[config.mk]
export PLATFORM = sky130hd
export DESIGN_NAME = half_bridge_static_gate_sequencer
export DESIGN_NICKNAME = d
export VERILOG_FILES = /design/src/include/gate_seq_pkg.sv /design/src/logic/half_bridge_static_gate_sequencer.sv
export SDC_FILE = /design/constraint.sdc
export NUM_CORES = 1
export LEC_CHECK = 0
export ABC_AREA = 1
export BUFFER_PORTS_ARGS = -buffer_cell sky130_fd_sc_hd__buf_2
export CAP_MARGIN = 20
export CORE_UTILIZATION = 55
export CTS_CLUSTER_DIAMETER = 150
export DETAILED_ROUTE_END_ITERATION = 16
export GPL_TIMING_DRIVEN = 1
export PLACE_DENSITY = 0.81
export REMOVE_ABC_BUFFERS = 1
export SLEW_MARGIN = 30
export SYNTH_ARGS = -nofsm -noshare
export SYNTH_HDL_FRONTEND = slang
export SYNTH_SLANG_ARGS = --single-unit
[constraint.sdc]
create_clock -name ref_clk -period 4.25 [get_ports ref_clk]
set_input_delay 0.85 -clock ref_clk [delete_from_list [all_inputs] [get_ports ref_clk]]
set_output_delay 0.85 -clock ref_clk [all_outputs]
set_load 0.05 [all_outputs]
[src/include/gate_seq_pkg.sv]
// Package with constants and carrier types for the half-bridge gate sequencer.
//==========================================================================
// Overview of operation
// - Static sequencing applies only with bridge PWM off and charge pump on.
// - Mode 01 turns low side on statically, mode 10 turns high side on.
// - A 4-bit static current code selects sixteen monotonic current steps.
// - Hard-off sink keeps one FET off while its opposite turns on.
// - Hold select 0 holds with step 15, select 1 with step 20.
// - Mode 01 to 10 first discharges both gates for the cross-current time.
// - Then charge high, hard-off low for blank plus filter, then hold.
// - Mode 11 to 10 skips cross-current phase and charges at once.
// - Low-side activation mirrors high-side activation with roles swapped.
// - Both-off command discharges both for cross-current time, then holds off.
// - Cross-current and blank times are configured per half-bridge.
// - With detection enabled, decide active and free-wheeling FET before activation.
// - Switch node above upper threshold: high free-wheeling, low active.
// - Switch node below lower threshold: low free-wheeling, high active.
// - Switch node between thresholds: next FET turned on is active.
// - Detection disabled: the PWM-driven FET is the active one.
// - Charge pump off keeps all FETs off by passive discharge.
// - Mode 11 holds both off with hold current; mode 00 passive off.
//==========================================================================
package gate_seq_pkg;

    localparam int NUM_BRIDGES = 3;
    localparam int CODE_W = 4;
    localparam int TIME_W = 8;
    localparam int STEP_W = 6;

    // Phase time unit: each count of a time field is this many nanoseconds.
    localparam int TIME_UNIT_NS = 100;
    localparam int CLK_PERIOD_NS = 25;
    localparam int CYC_PER_UNIT = (TIME_UNIT_NS + CLK_PERIOD_NS - 1)
        / CLK_PERIOD_NS;
    // Filter time on the drain-source monitor, in time units.
    localparam int FILTER_UNITS = 5;

    // Current steps: static code n maps to step 4*n; hold steps and hard-off.
    localparam logic [STEP_W-1:0] HOLD_STEP_LOW = 6'h0F;
    localparam logic [STEP_W-1:0] HOLD_STEP_HIGH = 6'h14;
    localparam logic [STEP_W-1:0] HARD_OFF_STEP = 6'h3F;

    localparam logic [1:0] MODE_PASSIVE = 2'h0;
    localparam logic [1:0] MODE_LOW_ON = 2'h1;
    localparam logic [1:0] MODE_HIGH_ON = 2'h2;
    localparam logic [1:0] MODE_HOLD_OFF = 2'h3;

    // Gate drive action per FET.
    typedef enum logic [1:0] {
        DRV_PASSIVE = 2'b00,
        DRV_SOURCE = 2'b01,
        DRV_SINK = 2'b10
    } drive_dir_t;

    typedef struct packed {
        drive_dir_t dir;
        logic [STEP_W-1:0] step;
    } gate_drive_t;

    typedef struct packed {
        gate_drive_t high;
        gate_drive_t low;
    } bridge_drive_t;

    typedef struct packed {
        logic [1:0] mode;
        logic pwm_enable;
        logic [CODE_W-1:0] current_code;
        logic [TIME_W-1:0] cross_time;
        logic [TIME_W-1:0] blank_time;
    } bridge_cfg_t;

    typedef enum logic [2:0] {
        ST_IDLE = 3'b000,
        ST_CROSS = 3'b001,
        ST_CHARGE = 3'b010,
        ST_OFF_DISCH = 3'b011,
        ST_HOLD = 3'b100
    } seq_state_t;

endpackage

[src/logic/half_bridge_static_gate_sequencer.sv]
// Three-bridge static gate sequencer with active/free-wheeling detection.
`timescale 1ns/10ps
`default_nettype none
module half_bridge_static_gate_sequencer (
    input wire logic ref_clk,
    input wire logic rst,
    input wire logic chip_select_n,
    input wire logic charge_pump_enable,
    input wire logic hold_current_select,
    input wire logic active_fw_detect_enable,
    input wire gate_seq_pkg::bridge_cfg_t cfg [gate_seq_pkg::NUM_BRIDGES],
    input wire logic [gate_seq_pkg::NUM_BRIDGES-1:0] above_upper_threshold,
    input wire logic [gate_seq_pkg::NUM_BRIDGES-1:0] below_lower_threshold,
    input wire logic [gate_seq_pkg::NUM_BRIDGES-1:0] pwm_high_request,
    input wire logic [gate_seq_pkg::NUM_BRIDGES-1:0] pwm_low_request,
    output gate_seq_pkg::bridge_drive_t drive [gate_seq_pkg::NUM_BRIDGES],
    output logic [gate_seq_pkg::NUM_BRIDGES-1:0] high_side_active,
    output logic [gate_seq_pkg::NUM_BRIDGES-1:0] low_side_active,
    output logic [gate_seq_pkg::NUM_BRIDGES-1:0] sequence_busy
);
    import gate_seq_pkg::*;

    //======================================================================
    // Chip-select synchroniser
    //======================================================================
    // Chip select is asynchronous; the first stage feeds only the second.
    logic cs_meta_q, cs_meta_d;
    logic cs_sync_q, cs_sync_d;
    logic cs_last_q, cs_last_d;
    logic cs_rise;

    always_comb begin
        cs_meta_d = chip_select_n;
        cs_sync_d = cs_meta_q;
        cs_last_d = cs_sync_q;
    end

    always_ff @(posedge ref_clk or posedge rst) begin
        if (rst) begin
            cs_meta_q <= 1'b1;
            cs_sync_q <= 1'b1;
            cs_last_q <= 1'b1;
        end else begin
            cs_meta_q <= cs_meta_d;
            cs_sync_q <= cs_sync_d;
            cs_last_q <= cs_last_d;
        end
    end

    // Only the synchronised copy is edge-detected.
    assign cs_rise = cs_sync_q & ~cs_last_q;

    //======================================================================
    // Per-bridge sequencers
    //======================================================================
    // Hold step is shared by all bridges.
    logic [STEP_W-1:0] hold_step;
    assign hold_step = hold_current_select ? HOLD_STEP_HIGH
        : HOLD_STEP_LOW;

    genvar gi;
    generate
        for (gi = 0; gi < NUM_BRIDGES; gi++) begin : g_bridge
            seq_state_t state_q, state_d;
            logic [1:0] mode_q, mode_d;
            logic [1:0] prev_mode_q, prev_mode_d;
            logic [TIME_W+4:0] cnt_q, cnt_d;
            logic high_act_q, high_act_d;
            logic low_act_q, low_act_d;
            bridge_drive_t drv_q, drv_d;
            logic static_ok;
            logic [STEP_W-1:0] st_step;
            logic [TIME_W+4:0] cross_cyc;
            logic [TIME_W+4:0] charge_cyc;
            logic on_high;

            // Static code n selects step 4n, sixteen monotonic steps.
            assign st_step = {cfg[gi].current_code, 2'b00};
            // Configured times converted to clock cycles, minimum one.
            assign cross_cyc = (cfg[gi].cross_time == '0) ? 13'h0001
                : 13'(cfg[gi].cross_time * CYC_PER_UNIT);
            assign charge_cyc = 13'((cfg[gi].blank_time + FILTER_UNITS)
                * CYC_PER_UNIT);
            assign static_ok = charge_pump_enable
                & ~cfg[gi].pwm_enable;
            assign on_high = (mode_q == MODE_HIGH_ON);

            // Sequencer next state: with static_ok, modes are latched on chip-select rise; otherwise they follow cfg.
            always_comb begin
                state_d = state_q;
                mode_d = mode_q;
                prev_mode_d = prev_mode_q;
                cnt_d = cnt_q;
                if (!static_ok) begin
                    state_d = ST_IDLE;
                    mode_d = cfg[gi].mode;
                    prev_mode_d = cfg[gi].mode;
                end else if (cs_rise && cfg[gi].mode != mode_q) begin
                    prev_mode_d = mode_q;
                    mode_d = cfg[gi].mode;
                    if (cfg[gi].mode == MODE_HIGH_ON
                        || cfg[gi].mode == MODE_LOW_ON) begin
                        // Opposite FET was on: protect cross-current first.
                        if (mode_q == MODE_HIGH_ON || mode_q == MODE_LOW_ON) begin
                            state_d = ST_CROSS;
                            cnt_d = cross_cyc;
                        end else begin
                            state_d = ST_CHARGE;
                            cnt_d = charge_cyc;
                        end
                    end else begin
                        state_d = ST_OFF_DISCH;
                        cnt_d = cross_cyc;
                    end
                end else begin
                    case (state_q)
                        ST_IDLE: begin
                            state_d = ST_HOLD;
                        end
                        ST_CROSS: begin
                            if (cnt_q <= 13'h0001) begin
                                state_d = ST_CHARGE;
                                cnt_d = charge_cyc;
                            end else begin
                                cnt_d = cnt_q - 13'h0001;
                            end
                        end
                        ST_CHARGE, ST_OFF_DISCH: begin
                            if (cnt_q <= 13'h0001) begin
                                state_d = ST_HOLD;
                            end else begin
                                cnt_d = cnt_q - 13'h0001;
                            end
                        end
                        default: begin
                            state_d = state_q;
                        end
                    endcase
                end
            end

            // Drive selection per phase.
            always_comb begin
                drv_d.high.dir = DRV_PASSIVE;
                drv_d.high.step = '0;
                drv_d.low.dir = DRV_PASSIVE;
                drv_d.low.step = '0;
                if (!charge_pump_enable) begin
                    // Passive discharge regardless of mode.
                    drv_d.high.dir = DRV_PASSIVE;
                end else if (static_ok) begin
                    case (state_d)
                        ST_CROSS, ST_OFF_DISCH: begin
                            drv_d.high.dir = DRV_SINK;
                            drv_d.high.step = st_step;
                            drv_d.low.dir = DRV_SINK;
                            drv_d.low.step = st_step;
                        end
                        ST_CHARGE: begin
                            // Opposite FET pinned hard off while charging.
                            if (mode_d == MODE_HIGH_ON) begin
                                drv_d.high.dir = DRV_SOURCE;
                                drv_d.high.step = st_step;
                                drv_d.low.dir = DRV_SINK;
                                drv_d.low.step = HARD_OFF_STEP;
                            end else begin
                                drv_d.low.dir = DRV_SOURCE;
                                drv_d.low.step = st_step;
                                drv_d.high.dir = DRV_SINK;
                                drv_d.high.step = HARD_OFF_STEP;
                            end
                        end
                        default: begin
                            if (mode_d == MODE_PASSIVE) begin
                                drv_d.high.dir = DRV_PASSIVE;
                            end else begin
                                drv_d.high.dir = (mode_d == MODE_HIGH_ON)
                                    ? DRV_SOURCE : DRV_SINK;
                                drv_d.low.dir = (mode_d == MODE_LOW_ON)
                                    ? DRV_SOURCE : DRV_SINK;
                                drv_d.high.step = hold_step;
                                drv_d.low.step = hold_step;
                            end
                        end
                    endcase
                end
            end

            // Active FET decision, taken just before a PWM activation.
            always_comb begin
                high_act_d = high_act_q;
                low_act_d = low_act_q;
                if (pwm_high_request[gi] || pwm_low_request[gi]) begin
                    if (!active_fw_detect_enable) begin
                        high_act_d = pwm_high_request[gi];
                        low_act_d = pwm_low_request[gi];
                    end else if (above_upper_threshold[gi]) begin
                        high_act_d = 1'b0;
                        low_act_d = 1'b1;
                    end else if (below_lower_threshold[gi]) begin
                        high_act_d = 1'b1;
                        low_act_d = 1'b0;
                    end else begin
                        high_act_d = pwm_high_request[gi];
                        low_act_d = ~pwm_high_request[gi];
                    end
                end
            end

            always_ff @(posedge ref_clk or posedge rst) begin
                if (rst) begin
                    state_q <= ST_IDLE;
                    mode_q <= MODE_PASSIVE;
                    prev_mode_q <= MODE_PASSIVE;
                    cnt_q <= '0;
                    high_act_q <= 1'b0;
                    low_act_q <= 1'b0;
                    drv_q <= '0;
                end else begin
                    state_q <= state_d;
                    mode_q <= mode_d;
                    prev_mode_q <= prev_mode_d;
                    cnt_q <= cnt_d;
                    high_act_q <= high_act_d;
                    low_act_q <= low_act_d;
                    drv_q <= drv_d;
                end
            end

            assign drive[gi] = drv_q;
            assign high_side_active[gi] = high_act_q;
            assign low_side_active[gi] = low_act_q;
            assign sequence_busy[gi] = (state_q == ST_CROSS)
                || (state_q == ST_CHARGE) || (state_q == ST_OFF_DISCH);

        end
    endgenerate
endmodule
`default_nettype wire

==> metrics <==
CP required 4.49 ns; core footprint 0.0114 sq mm; CTS Root Cell clkbuf_16; worst clock skew 0.00797 ns; CP Data Arrival Time 2.93 ns; Slew @ Worst Pin 0.800 ns; clk_lat worst skew 0.35 ns; post-CTS setup buffer count 0; Worst IR Drop VDD 359 uV; Post-Syn Instances 886; vias in the first global route 5,293; fin crit share 63.3%; Final Cell Area 0.00748 sq mm; GPL Wtd Cong 0.880; max-slew violation count 0; FF+latch count, synth 105; CP Class reg -> reg; setup violators final 0; number of synthesized flops with an enable pin 0; synth top area cells dfrtp_1 40%, nand2_1 12%, inv_1 7.6%; first-pass GRT wire length 24,000 um; Wirelength per Cell 13.1 um; status finished, final reports clean; placed insts 1,149; Max FO, Critical Path 11; starting density of the core 56.5%; total CTS buffers 9; Total Power 3.39 mW; H-tree depth 3; DR vias 6,172; total leakage power 4.03 nW; Min Clock Period, post-route 2.69 ns; final antenna-violating net count 0; hpwl dp 11,600 um; largest net degree at the start of global routing 60; 1st-pass router iterations 5; Routed WL 15,200 um; initial drt markers 362; Max Buffers Root-to-Sink 2; Synth warnings 0; Synth async-reset ratio 100%; initial antenna violation count 0; CTS tree done; Cell variety after synth 45; final core utilization 65.5%; clock slew at reported path FFs 0.07 ns; Critical Path Sink Type register; clock sinks 105; critical path startpoint category register; dominant synthesized flop cell dfrtp_1; Area Growth Syn to Fin 15.9%; Ports 144; PostCTS Resize Cnt 0; mapped cell area 0.00645 sq mm; Die Width 110 um; area of the multi-input gates 0.00313 sq mm; internal reg-to-reg setup slack 1.56 ns; GR Util All Layers 25.5%; post-synth top area cell dfrtp_1; # port buffers 143; final hold vios 0; Layout Cells excl Fill 1,164; fmax 0.372 GHz; top cell type's share of synthesized area 39.6%; Die Y 110 um; layout cell share with drive strength beyond 1 19.0%; die area 0.0122 sq mm; PwrDens 453 mW/mm^2; fillers 1,044; Area after DPL 0.00720 sq mm; nets 1,113; RSZ-0062 raised after global routing false; # hold bufs at CTS 0; max_cap viols 0; mean post-synth cell area 7.28 sq um; Site Rows 39; FF+latch area 0.00263 sq mm; Max transition margin 46.3%; routed vias/inst 5.30; Min-Delay Path Class reg -> reg; sequential area share after synthesis 40.8%; grt total ovfl 0; Post-route DRC 0; setup TNS 0 ns; Antenna diodes 0
## registers in the layout (all words and copies together), names as in the netlist
register / flops
cs_meta_q: 1
g_bridge.state_q: 9
drive: 42
g_bridge.mode_q: 6
g_bridge.high_act_q: 3
cs_last_q: 1
g_bridge.cnt_q: 39
cs_last_d: 1
g_bridge.low_act_q: 3
## critical path: stages, from the launching register on
cell     delay [ns]
dfstp_2        0.52
inv_1          0.03
nand2_1        0.24
inv_1          0.18
nand2_1        0.25
inv_1          0.13
o21ai_1        0.45
nand2_1        0.14
nand2_1        0.15
nand4_1        0.24
nand3_1        0.18
nand2_1        0.06
## worst paths after layout
check | from | end | depth (start not counted)
max | cs_last_q | drive[43] | 11
min | cs_last_d | cs_last_q | 0
max reg2reg | cs_last_q | drive[43] | 11
min reg2reg | cs_last_d | cs_last_q | 0
max in group asynchronous | rst | g_bridge[0].low_act_q | 3
min in group asynchronous | rst | drive[13] | 2
## layout make-up
| cell class | count | area share (%) |
|---|---|---|
| Clock buffer | 10 | 3.20 |
| Clock inverter | 5 | 0.585 |
| Inverter | 140 | 7.06 |
| Multi-Input combinational cell | 616 | 41.8 |
| Sequential cell | 105 | 35.2 |
| Tap cell | 143 | 2.39 |
| Timing Repair Buffer | 145 | 9.77 |
## cells by family (layout without fill, tap and decap cells)
logic type      Yosys count  after routing  share of synthesized area, %
simple gates            416            416                          27.5
xor+xnor                 46             46                          6.24
fa+ha+maj                 9              9                          1.75
buf+inv                 165            300                          10.7
flops                   105            105                          40.8
compound gates          145            145                          13.0
## Yosys cell counts, types with 8 or more instances
master and count:
nand2_1 198, inv_1 130, dfrtp_1 102, nor2_1 100, nand3_1 66, o21ai_0 59
a21oi_1 31, xor2_1 26, xnor2_1 20, buf_4 15, nor3_1 14, o21ai_1 11
a31oi_1 9, ha_1 9, inv_2 9, buf_2 8, o211ai_1 8
## power breakdown
part	total, mW	switching, mW	internal (mW)
Clock	0.804	0.384	0.420
Sequential	1.38	0.185	1.20
Combinational	1.20	0.767	0.435
## per-stage QoR
step	hold WS [ns]	setup slack, ns
2_1_floorplan	0.345	0.644
3_3_place_gp	0.357	1.40
3_5_place_dp	0.357	1.38
4_1_cts	0.367	1.57
5_1_grt	0.371	1.25
6_report	0.366	1.56
## per-layer routing
| layer | global-route usage (%) | wire length (um) | vias to the layer above |
|---|---|---|---|
| li1 | - | - | 3095 |
| met1 | 34.9 | 6820 | 2820 |
| met2 | 40.2 | 7100 | 225 |
| met3 | 4.53 | 960 | 32 |
| met4 | 10.2 | 343 | 0 |
| met5 | 0 | 0 | - |
## cells in the final DEF, fill, tap and decap left out, types with 5 or more instances in the layout
| cell type | netlist | layout |
|---|---|---|
| nand2_1 | 198 | 198 |
| buf_2 | 8 | 143 |
| inv_1 | 130 | 129 |
| dfrtp_1 | 102 | 102 |
| nor2_1 | 100 | 100 |
| nand3_1 | 66 | 66 |
| o21ai_0 | 59 | 59 |
| a21oi_1 | 31 | 31 |
| xor2_1 | 26 | 26 |
| xnor2_1 | 20 | 20 |
| nor3_1 | 14 | 14 |
| o21ai_1 | 11 | 11 |
| inv_2 | 9 | 9 |
| a31oi_1 | 9 | 9 |
| ha_1 | 9 | 9 |
| clkbuf_16 | 0 | 9 |
| o211ai_1 | 8 | 8 |
| nor2_2 | 7 | 7 |
| nand4_1 | 7 | 7 |
| a22oi_1 | 6 | 6 |
| nor4_1 | 6 | 6 |
| nand2_2 | 5 | 5 |
| o22ai_1 | 5 | 5 |
Note: power is estimated with default switching activity, not from simulation.
